`config.mk`:
```
export PLATFORM = sky130hd
export DESIGN_NAME = tfp_top
export DESIGN_NICKNAME = d
export VERILOG_FILES = /design/src/shared/tfp_pkg.sv /design/src/design/tfp_sync.sv /design/src/design/tfp_product.sv /design/src/design/tfp_top.sv
export VERILOG_INCLUDE_DIRS = /design/src /design/src/shared
export SDC_FILE = /design/constraint.sdc
export NUM_CORES = 1
export LEC_CHECK = 0
export CAP_MARGIN = 10
export CELL_PAD_IN_SITES_DETAIL_PLACEMENT = 1
export CELL_PAD_IN_SITES_GLOBAL_PLACEMENT = 2
export CORE_MARGIN = 2
export CORE_UTILIZATION = 37
export DETAILED_ROUTE_END_ITERATION = 16
export DONT_BUFFER_PORTS = 1
export PLACE_DENSITY_LB_ADDON = 0.1
export SYNTH_ARGS = -nofsm -noshare
export SYNTH_HDL_FRONTEND = slang
export SYNTH_SLANG_ARGS = --single-unit
```
`constraint.sdc`:
```
create_clock -name hclk -period 2.5 [get_ports hclk]
set_clock_uncertainty 0.15 [all_clocks]
set_input_delay 0.5 -clock hclk [delete_from_list [all_inputs] [get_ports hclk]]
set_output_delay 0.5 -clock hclk [all_outputs]
set_load 0.1 [all_outputs]
```
`src/shared/tfp_cfg.svh`:
```
// Constants of the trigger function programmer: offsets, fields, reset values, timing.
// Assumes a 200 MHz hclk; included by the package, the bench and every design file but tfp_product.
`ifndef TFP_CFG_SVH
`define TFP_CFG_SVH

`define TFP_NCH 4
`define TFP_NPROD 2
`define TFP_PROD_W 1
`define TFP_TERM_W 8
`define TFP_SYNC_W 5

// Register byte addresses
`define TFP_ADDR_CMD 8'h00
`define TFP_ADDR_STATUS 8'h04
`define TFP_ADDR_TERMS 8'h08
`define TFP_ADDR_CHAN 8'h0C

// Command word fields
`define TFP_CMD_OP_LSB 0
`define TFP_CMD_CH_LSB 4

// Reset values and the deflection limit
`define TFP_RST_TERMS 8'h01
`define TFP_RST_TTL 4'hF
`define TFP_RST_HIMP 4'hF
`define TFP_RST_DISP 4'h1
`define TFP_RST_DEFL 16'h3333
`define TFP_DEFL_MAX 4'hF

// Timing
`define TFP_CLK_PERIOD_NS 5
`define TFP_DONE_MSG_MS 1000
`define TFP_DONE_MSG_CYCLES (`TFP_DONE_MSG_MS * 1000000 / `TFP_CLK_PERIOD_NS)
`define TFP_SELFTEST_CYCLES 1024
`define TFP_FLASH_MS 250
`define TFP_FLASH_CYCLES (`TFP_FLASH_MS * 1000000 / `TFP_CLK_PERIOD_NS)

`endif

```
`src/shared/tfp_pkg.sv`:
```
// Types of the trigger function programmer.
// Assumes tfp_cfg.svh is on the include path.
`include "tfp_cfg.svh"

package tfp_pkg;

   typedef enum logic [1:0] {TFP_MSG_BUSY, TFP_MSG_DONE, TFP_MSG_RUN} tfp_msg_t;

   typedef enum logic [3:0] {
      TFP_OP_NOP, TFP_OP_PROGRAM_SELECT_TOGGLE, TFP_OP_CHAN, TFP_OP_CLEAR, TFP_OP_OR, TFP_OP_INVERT, TFP_OP_EDGE,
      TFP_OP_GND, TFP_OP_DISP, TFP_OP_DEFL_UP, TFP_OP_DEFL_DN, TFP_OP_THRESHOLD_ENTRY, TFP_OP_IMPED, TFP_OP_LOGIC
   } tfp_op_t;

   typedef struct packed {
      logic [`TFP_SYNC_W-1:0] s1;
      logic [`TFP_SYNC_W-1:0] s2;
   } tfp_sync_t;

   typedef struct packed {
      logic trig_mode;
      tfp_msg_t msg;
      logic st_fault;
      logic [31:0] tmr;
      logic [31:0] flash_cnt;
      logic flash_ph;
      logic [1:0] sel_ch;
      logic [`TFP_PROD_W-1:0] prod;
      logic [1:0] term_ch;
      logic [`TFP_TERM_W-1:0] used;
      logic [`TFP_TERM_W-1:0] inv;
      logic [`TFP_TERM_W-1:0] edg;
      logic [3:0] gnd;
      logic [3:0] disp;
      logic [3:0] ttl;
      logic [3:0] himp;
      logic threshold_entry;
      logic [15:0] defl;
      logic [3:0] prev;
      logic trig;
      logic tview;
      logic [3:0] led_r;
      logic [3:0] led_g;
      logic lamp;
      logic busy;
      logic hrdy;
      logic [31:0] rdata;
      logic [7:0] addr;
      logic hit;
      logic wr;
   } tfp_state_t;

endpackage : tfp_pkg

```
`src/design/tfp_sync.sv`:
```
// Two-flop synchroniser for the channel comparator and self-test fault pins.
// Assumes pins are asynchronous to hclk; only s2 leaves the module.
`timescale 1ns/100ps
`include "tfp_cfg.svh"

module tfp_sync (
   // Clock and reset
   input wire logic hclk,
   input wire logic hresetn,
   // Pins and synchronised copy
   input wire logic [`TFP_SYNC_W-1:0] pin_in,
   output logic [`TFP_SYNC_W-1:0] pin_sync
);

   tfp_pkg::tfp_sync_t q;
   tfp_pkg::tfp_sync_t d;

   always_comb begin
      d = q;
      d.s1 = pin_in;
      d.s2 = q.s1;
   end

   always_ff @(posedge hclk or negedge hresetn) begin
      if (!hresetn) begin
         q <= '0;
      end else begin
         q <= d;
      end
   end

   assign pin_sync = q.s2;

endmodule : tfp_sync

```
`src/design/tfp_product.sv`:
```
// One product (AND) term of the trigger function over the four channels.
// Assumes cur and prev are one hclk apart, both already synchronised.
`timescale 1ns/100ps

module tfp_product (
   // Channel samples
   input wire logic [3:0] cur,
   input wire logic [3:0] prev,
   // Programming of this product
   input wire logic [3:0] used,
   input wire logic [3:0] inv,
   input wire logic [3:0] edg,
   // Result
   output logic hit
);

   logic [3:0] rise;
   logic [3:0] fall;
   logic [3:0] ok;

   assign rise = cur & ~prev;
   assign fall = prev & ~cur;
   // Level terms compare with polarity, edge terms fire only on their transition
   assign ok = ~used | (edg & ~inv & rise) | (edg & inv & fall) | (~edg & (cur ^ inv));
   // An empty product never fires, so a cleared function stays silent
   assign hit = (|used) && (&ok);

endmodule : tfp_product

```
`src/design/tfp_top.sv`:
```
// Trigger function programmer: front-panel command decode, self-test messaging,
// term programming and trigger output over an AHB-Lite register slave.
// Assumes a single hclk domain; channel and fault pins arrive asynchronously.
`timescale 1ns/100ps
`include "tfp_cfg.svh"

module tfp_top #(
   parameter int SELFTEST_CYCLES = `TFP_SELFTEST_CYCLES,
   parameter int DONE_CYCLES = `TFP_DONE_MSG_CYCLES,
   parameter int FLASH_CYCLES = `TFP_FLASH_CYCLES
) (
   // Clock and reset
   input wire logic hclk,
   input wire logic hresetn,
   // AHB-Lite slave
   input wire logic hsel,
   input wire logic [31:0] haddr,
   input wire logic [1:0] htrans,
   input wire logic hwrite,
   input wire logic [2:0] hsize,
   input wire logic [31:0] hwdata,
   input wire logic hready,
   output logic hreadyout,
   output logic hresp,
   output logic [31:0] hrdata,
   // Channel comparators and self-test fault pin
   input wire logic [3:0] chan_in,
   input wire logic selftest_fault,
   // Trigger to the time base
   output logic trigger_out,
   output logic trigger_view_output,
   // Front-panel indicators
   output logic [3:0] term_led_red,
   output logic [3:0] term_led_green,
   output logic program_select_toggle_lamp_green,
   output logic [1:0] msg_code,
   output logic [3:0] chan_ground,
   output logic [3:0] chan_display
);

   tfp_pkg::tfp_state_t q;
   tfp_pkg::tfp_state_t d;

   logic [`TFP_SYNC_W-1:0] pins_s;
   logic [3:0] m;
   logic fault_s;
   logic [`TFP_NPROD-1:0] hits;
   logic [3:0] led_r_w;
   logic [3:0] led_g_w;
   logic cmd;
   tfp_pkg::tfp_op_t op;
   logic [1:0] ch;
   logic [2:0] idx;
   logic [2:0] cidx;
   logic [3:0] defl_sel;
   logic [31:0] rd_mux;

   tfp_sync u_sync (
      .hclk(hclk),
      .hresetn(hresetn),
      .pin_in({selftest_fault, chan_in}),
      .pin_sync(pins_s)
   );

   assign fault_s = pins_s[4];
   // Grounding replaces the input, so level, edge and view all flatten
   assign m = pins_s[3:0] & ~q.gnd;

   genvar gp;
   genvar gc;
   generate
      for (gp = 0; gp < `TFP_NPROD; gp++) begin : g_prod
         tfp_product u_prod (
            .cur(m),
            .prev(q.prev),
            .used(q.used[gp*4 +: 4]),
            .inv(q.inv[gp*4 +: 4]),
            .edg(q.edg[gp*4 +: 4]),
            .hit(hits[gp])
         );
      end
      for (gc = 0; gc < `TFP_NCH; gc++) begin : g_led
         localparam logic [1:0] CH = 2'(gc);
         logic on;
         logic lit;
         assign on = q.used[{q.prod, CH}];
         // Edge terms blink; the colour still shows the polarity
         assign lit = on && (!q.edg[{q.prod, CH}] || q.flash_ph);
         assign led_r_w[gc] = lit && !q.inv[{q.prod, CH}];
         assign led_g_w[gc] = lit && q.inv[{q.prod, CH}];
      end
   endgenerate

   assign op = tfp_pkg::tfp_op_t'(hwdata[`TFP_CMD_OP_LSB +: 4]);
   assign ch = hwdata[`TFP_CMD_CH_LSB +: 2];
   assign idx = {q.prod, q.term_ch};
   assign cidx = {q.prod, ch};
   assign defl_sel = q.defl[{q.sel_ch, 2'b00} +: 4];
   // Commands are ignored until the self test has handed over
   assign cmd = q.busy && q.wr && q.hit && (q.addr == `TFP_ADDR_CMD) && (q.msg == tfp_pkg::TFP_MSG_RUN);

   always_comb begin
      unique case (q.addr)
         `TFP_ADDR_STATUS: rd_mux = {25'h0000000, q.threshold_entry, q.tview, q.sel_ch, q.msg, q.trig_mode};
         `TFP_ADDR_TERMS: rd_mux = {8'h00, q.edg, q.inv, q.used};
         `TFP_ADDR_CHAN: rd_mux = {q.defl, q.himp, q.ttl, q.disp, q.gnd};
         default: rd_mux = 32'h00000000;
      endcase
      if (!q.hit) begin
         rd_mux = 32'h00000000;
      end
   end

   always_comb begin
      d = q;
      // Self-test sequencing and message display
      unique case (q.msg)
         tfp_pkg::TFP_MSG_BUSY: begin
            d.st_fault = q.st_fault | fault_s;
            if (q.tmr == 32'(SELFTEST_CYCLES - 1)) begin
               // A fault freezes the busy message for good
               if (!(q.st_fault | fault_s)) begin
                  d.msg = tfp_pkg::TFP_MSG_DONE;
                  d.tmr = 32'h00000000;
               end
            end else begin
               d.tmr = q.tmr + 32'h00000001;
            end
         end
         tfp_pkg::TFP_MSG_DONE: begin
            if (q.tmr == 32'(DONE_CYCLES - 1)) begin
               d.msg = tfp_pkg::TFP_MSG_RUN;
            end else begin
               d.tmr = q.tmr + 32'h00000001;
            end
         end
         tfp_pkg::TFP_MSG_RUN: begin
         end
      endcase
      // Flash phase for edge-qualified indicators
      if (q.flash_cnt == 32'(FLASH_CYCLES - 1)) begin
         d.flash_cnt = 32'h00000000;
         d.flash_ph = !q.flash_ph;
      end else begin
         d.flash_cnt = q.flash_cnt + 32'h00000001;
      end
      // Bus slave: one wait state on every transfer so hrdata can come from a flop
      d.busy = 1'b0;
      d.hrdy = 1'b1;
      if (q.busy) begin
         d.rdata = rd_mux;
      end else if (hsel && htrans[1] && hready) begin
         d.busy = 1'b1;
         d.hrdy = 1'b0;
         d.addr = haddr[7:0];
         d.hit = (haddr[31:8] == 24'h000000);
         d.wr = hwrite;
      end
      // Front-panel commands
      if (cmd) begin
         unique case (op)
            tfp_pkg::TFP_OP_NOP: begin
            end
            tfp_pkg::TFP_OP_PROGRAM_SELECT_TOGGLE: d.trig_mode = !q.trig_mode;
            tfp_pkg::TFP_OP_CHAN: begin
               if (q.trig_mode) begin
                  d.used[cidx] = 1'b1;
                  d.inv[cidx] = 1'b0;
                  d.edg[cidx] = 1'b0;
                  d.term_ch = ch;
               end else begin
                  d.sel_ch = ch;
               end
            end
            tfp_pkg::TFP_OP_CLEAR: begin
               if (q.trig_mode) begin
                  d.used = '0;
                  d.inv = '0;
                  d.edg = '0;
                  d.prod = '0;
               end
            end
            tfp_pkg::TFP_OP_OR: begin
               if (q.trig_mode && (q.prod != `TFP_PROD_W'(`TFP_NPROD - 1))) begin
                  d.prod = q.prod + `TFP_PROD_W'(1);
               end
            end
            tfp_pkg::TFP_OP_INVERT: begin
               if (q.trig_mode && q.used[idx]) begin
                  d.inv[idx] = !q.inv[idx];
               end
            end
            tfp_pkg::TFP_OP_EDGE: begin
               if (q.trig_mode && q.used[idx]) begin
                  if (q.edg[idx]) begin
                     d.edg[idx] = 1'b0;
                  end else begin
                     // One edge channel per product
                     d.edg[{q.prod, 2'b00} +: 4] = 4'h0;
                     d.edg[idx] = 1'b1;
                  end
               end
            end
            tfp_pkg::TFP_OP_GND: if (!q.trig_mode) d.gnd[q.sel_ch] = !q.gnd[q.sel_ch];
            // Display only gates the waveform; the terms keep their inputs
            tfp_pkg::TFP_OP_DISP: if (!q.trig_mode) d.disp[q.sel_ch] = !q.disp[q.sel_ch];
            tfp_pkg::TFP_OP_DEFL_UP: begin
               if (!q.trig_mode && (defl_sel != `TFP_DEFL_MAX)) begin
                  d.defl[{q.sel_ch, 2'b00} +: 4] = defl_sel + 4'h1;
               end
            end
            tfp_pkg::TFP_OP_DEFL_DN: begin
               if (!q.trig_mode && (defl_sel != 4'h0)) begin
                  d.defl[{q.sel_ch, 2'b00} +: 4] = defl_sel - 4'h1;
               end
            end
            tfp_pkg::TFP_OP_THRESHOLD_ENTRY: if (!q.trig_mode) d.threshold_entry = !q.threshold_entry;
            tfp_pkg::TFP_OP_IMPED: if (!q.trig_mode) d.himp[q.sel_ch] = !q.himp[q.sel_ch];
            tfp_pkg::TFP_OP_LOGIC: if (!q.trig_mode) d.ttl[q.sel_ch] = !q.ttl[q.sel_ch];
            default: begin
            end
         endcase
      end
      // Trigger path
      d.prev = m;
      d.trig = (|hits) && (q.msg == tfp_pkg::TFP_MSG_RUN);
      d.tview = d.trig;
      d.led_r = led_r_w;
      d.led_g = led_g_w;
      d.lamp = d.trig_mode;
   end

   always_ff @(posedge hclk or negedge hresetn) begin
      if (!hresetn) begin
         q <= '0;
         q.used <= `TFP_RST_TERMS;
         q.ttl <= `TFP_RST_TTL;
         q.himp <= `TFP_RST_HIMP;
         q.disp <= `TFP_RST_DISP;
         q.defl <= `TFP_RST_DEFL;
         q.hrdy <= 1'b1;
      end else begin
         q <= d;
      end
   end

   assign hreadyout = q.hrdy;
   assign hresp = 1'b0;
   assign hrdata = q.rdata;
   assign trigger_out = q.trig;
   assign trigger_view_output = q.tview;
   assign term_led_red = q.led_r;
   assign term_led_green = q.led_g;
   assign program_select_toggle_lamp_green = q.lamp;
   assign msg_code = q.msg;
   assign chan_ground = q.gnd;
   assign chan_display = q.disp;
endmodule : tfp_top

```
======== Yosys cells after proc, flatten, opt, wreduce, memory -nomap -nowiden ========
Cells that the tools add are included.
word-level totals
  word-level logic and storage cells ...... 286
  register bits after elaboration ......... 198
cells by class
  bitwise gates (word level) .............. 41
  equal/unequal tests ..................... 34
  shift operators ......................... 6
  order comparisons ....................... 10
  add/sub/neg operators ................... 7
  reductions and logical operators ........ 79
  mux-type cells .......................... 79
operators with widths
  operator               number
  $mux 32                5
  $pmux 32 s3            1
  $add 32x1->32 const B  2
  $pmux 32 s2            1
  $and 4x4->4            13
  $mux 24                2
  $pmux 8 s3             2
  $mux 1                 36
  $not 4->4              9
  $bwmux 16              2
  $eq 32x10->1 const B   1
  $eq 32x26->1 const B   1
  $eq 32x28->1 const B   1
  $mux 16                2
  $pmux 16 s2            1
  $shiftx 4x6->16        2
  $logic_and 1x1->1      28
  $and 8x8->8            3
  $eq 4x4->1 const B     6
  $logic_not 24->1       1
  $lt 3x4->1 const B     6
  $mux 8                 3
  $or 4x4->4             6
  $reduce_and 3->1       8
  49 further kinds       114

======== Logic depth before layout (Yosys ltp) ========
  depth after elaboration ................. 11
  mapped depth ............................ 9

======== Hierarchy ========
Synthesis repeated with hierarchy kept, for this count alone.
unflattened totals
  cells, all modules ...................... 1037
  area total of the unflattened synthesis .. 10249.8 um2
by module, submodules not included
  module       cells each  area an instance (um2)  times used  sequential area each (um2)
  tfp_top      985         9726.8                  1           4728.3
  tfp_product  21          136.4                   2           0.0
  tfp_sync     10          250.2                   1           250.2

======== Worst setup path after synthesis ========
Ideal clock, no wire load.
  kind .................................... flip-flop to flip-flop
  start point ............................. register, netlist name program_select_toggle_lamp_green
  end point ............................... register q[96] in the netlist's numbering
  clock period less this slack ............ 2.641 ns
  arrival ................................. 2.349 ns
  setup time .............................. 0.143 ns
  required time ........................... 2.207 ns
  cell stages (with the launch flop) ...... 6
  slack ................................... -0.141 ns
  cell sequence ........................... dfrtp_1 clkbuf_1 clkbuf_1 nand4_1 a2111oi_0 o22ai_1
RTL lines
  element    RTL line       text
  to (decl)  tfp_top.sv:41  tfp_pkg::tfp_state_t q;

==> metrics.md <==
| Metric | Value |
|---|---|
| Post-synthesis sequential area ratio | `0.4682` |
| Detail Route Antenna Nets | `0` |
| CP Launch Type | `flop` |
| Fin util | `0.4301` |
| Commonest cells in the netlist | `dfrtp_1, nand2_1, nor2_1` |
| Met1 Resource Use GR | `0.2876` |
| Actual slew at the worst max-slew pin | `about 0.58 ns` |
| Crit path arrival time | `roughly 2.7 ns` |
| Global-route wire length before repair | `between 50000 and 60000 um` |
| Antenna violations before repair | `0` |
| Clock net sink count | `slightly below 200` |
| Mapped Cells | `1032` |
| Ports | `approximately 130` |
| Req. time, crit path | `between 2 and 3 ns` |
| Rows | `62` |
| Gr ovfl total | `0` |
| Outcome | `finished with violations` |
| CTS tree | `done` |
| Synth top area share | `0.4212` |
| Diodes inserted | `0` |
| Initial Util | `0.3735` |
| Min-delay worst type | `primary input to asynchronous set/reset pin` |
| Area leader, netlist | `dfrtp_1` |
| Vias in the first global route | `roughly 8600` |
| DR pass1 iterations | `5` |
| Worst-path clk slew | `0.08 ns` |
| DP HPWL | `between 20000 and 25000 um` |
| Die width | `roughly 170 um` |
| Die Area | `30110 um2` |
| P&R area growth vs syn | `15.15%` |
| RePlAce Congestion | `between 0.8 and 0.9` |
| Final Max Slew Viols | `0` |
| Post-Syn Area | `between 10000 and 15000 um2` |
| Remaining DRCs | `0` |
| Setup crit end kind | `flop` |
| Setup WS post-layout | `around 0.015 ns` |
| GRT Util Overall | `0.2134` |
| Clock Latency Late Sink | `0.45 ns` |
| CTS Hold Bufs | `7` |
| FF+latch count, synth | `between 150 and 200` |
| Layout cells sized above 1 | `0.2391` |
| Chip height | `~170 um` |
| Syn_nets | `1119` |
| Longest Clk Path Bufs | `2` |
| Failing checks | `negative hold slack` |
| Vias/cell | `roughly 5.4` |
| Final setup violation count | `0` |
| Largest net degree at the start of global routing | `between 150 and 200` |
| Layout net count | `around 1200` |
| Critical Path Fanout Max | `4` |
| M2 GR Usage | `0.3585` |
| Distinct cells, synth | `68` |
| Fin. Hold Viols | `198` |
| GRT met3 Usage | `0.03377` |
| RSZ-0062 raised after global routing | `yes` |
| Fraction of registers with async set/reset | `1.000` |
| Core area | `between 20000 and 30000 um2` |
| Peak Freq | `between 0.4 and 0.5 GHz` |
| Dominant cell by count in the synthesized netlist | `dfrtp_1` |
| Total CTS buffers | `17` |
| DP Worst Slack | `-0.02320 ns` |
| WL final | `roughly 31000 um` |
| Root Driver | `clkbuf_16` |
| Wirelength per Cell | `between 20 and 25 um` |
| Worst rel slew slack | `0.6076` |
| GR peak layer | `met2` |
| Leakage | `5.415 nW` |
| Minimum clock period | `between 2 and 2.5 ns` |
| Port bufs | `0` |
| Initial DRC count | `roughly 440` |
| Worst hold margin | `-0.3985 ns` |
| H-tree levels | `4` |
| Worst vdd ir | `roughly 0.00042 V` |
| Max Cap Viol | `0` |
| Final period util | `0.9938` |
| Area contributors post-synth | `dfrtp_1, dfstp_2, mux2_2` |
| Critical path class | `flop to flop` |
| Synth Warn # | `0` |
| Power per cell area | `about 500 nW/um2` |
| Top FF cell, synth | `dfrtp_1` |
| Mapped Avg Cell Area | `just over 10 um2` |
| Post-synth EDFFs | `0` |
| Via count | `approximately 8100` |
-- what timing repair did --
item / CTS / global route
endpoints found under the hold margin: 205 / 198
setup buffers: 0 / 6
pin swaps: 0 / 2
gates resized for setup: 2 / 22
endpoints found under the setup margin: 8 / 21
-- logic make-up after synthesis --
group | count (synthesis) | synth area share
compound gates | 165 | 0.1107
mux | 79 | 0.09025
fa+ha+maj | 8 | 0.009413
xor+xnor | 76 | 0.06260
buf+inv | 133 | 0.06683
other cells | 1 | 0.0003526
simple gates | 372 | 0.1917
flops | 198 | 0.4682
-- final timing paths --
check / slack, ns / start / cells after the start / to
max: 0.02 / q[119]$_DFFE_PN0P_ / 6 / flop
max reg2reg: 0.02 / q[119]$_DFFE_PN0P_ / 6 / flop
min reg2reg: 0.21 / u_sync.d[3]$_DFF_PN0_ / 0 / u_sync.pin_sync[3]$_DFF_PN0_
max in group asynchronous: 2.25 / hresetn / 0 / q[108]$_DFFE_PN1P_
min: -0.40 / hresetn / 0 / q[93]$_DFFE_PN0P_
min in group hclk: 0.02 / hwrite / 2 / q[0]$_DFFE_PN0P_
-- critical path, stage by stage (launching register included) --
cell and delay [ns]:
dfrtp_2 0.42, mux4_2 0.55, ha_2 0.21, and4_4 0.16
or4_1 0.57, o21ai_1 0.23, o31ai_2 0.10
-- per-stage QoR --
| step | setup TNS [ns] | total power [mW] | cells | cell area [um2] |
|---|---|---|---|---|
| detailed placement | -0.03252 | 3.579 | 1439 | 11450 |
| global route | -0.4260 | 6.525 | 1484 | 12250 |
| floorplan | 0 | 3.527 | 1032 | 10640 |
| global placement | 0 | 3.575 | 1439 | 11450 |
| CTS | 0 | 6.369 | 1478 | 12110 |
| finish | 0 | 6.273 | 1484 | 12250 |
-- area by class of cell --
cell class	count	area, um2
clock buffers	17	425.4
well taps	384	480.5
inverters	34	127.6
clock inverters	15	158.9
repair buffers	135	1031
fillers	3195	16220
multi-input cells	701	5039
flip-flops and latches	198	4984
-- state kept, by name, indices dropped and copies added (netlist names), named ones only --
register and flops:
u_sync.d 5, term_led_red 4, chan_display 4, hreadyout 1, u_sync.pin_sync 5, term_led_green 4, hrdata 32, q 128
trigger_view_output 1, cidx 1, program_select_toggle_lamp_green 1, chan_ground 4, idx 2, msg_code 2
-- layout by cell type, fill, tap and decap left out, types with 15 or more instances in the layout --
master,n
a22oi_1,15
buf_4,128
clkbuf_16,17
dfrtp_1,175
dfstp_2,19
inv_1,31
mux2_2,35
mux2i_1,34
nand2_1,94
nand3_1,36
nand4_1,31
nor2_1,59
nor3_1,26
nor4_1,29
o21ai_0,34
o2bb2ai_1,32
xnor2_1,33
xor2_1,41
-- metal layers --
layer  vias to the layer above  wire (um)
met3                        28        976
li1                       3799          -
met2                       114      15460
met1                      4133      14440
met5                         -          0
met4                         0        449
-- power by group --
part	switching (mW)	internal [mW]
Combinational	0.152	0.104
Sequential	0.0292	3.24
Clock	1.41	1.33
No activity file was read; power rests on OpenSTA's default activity.
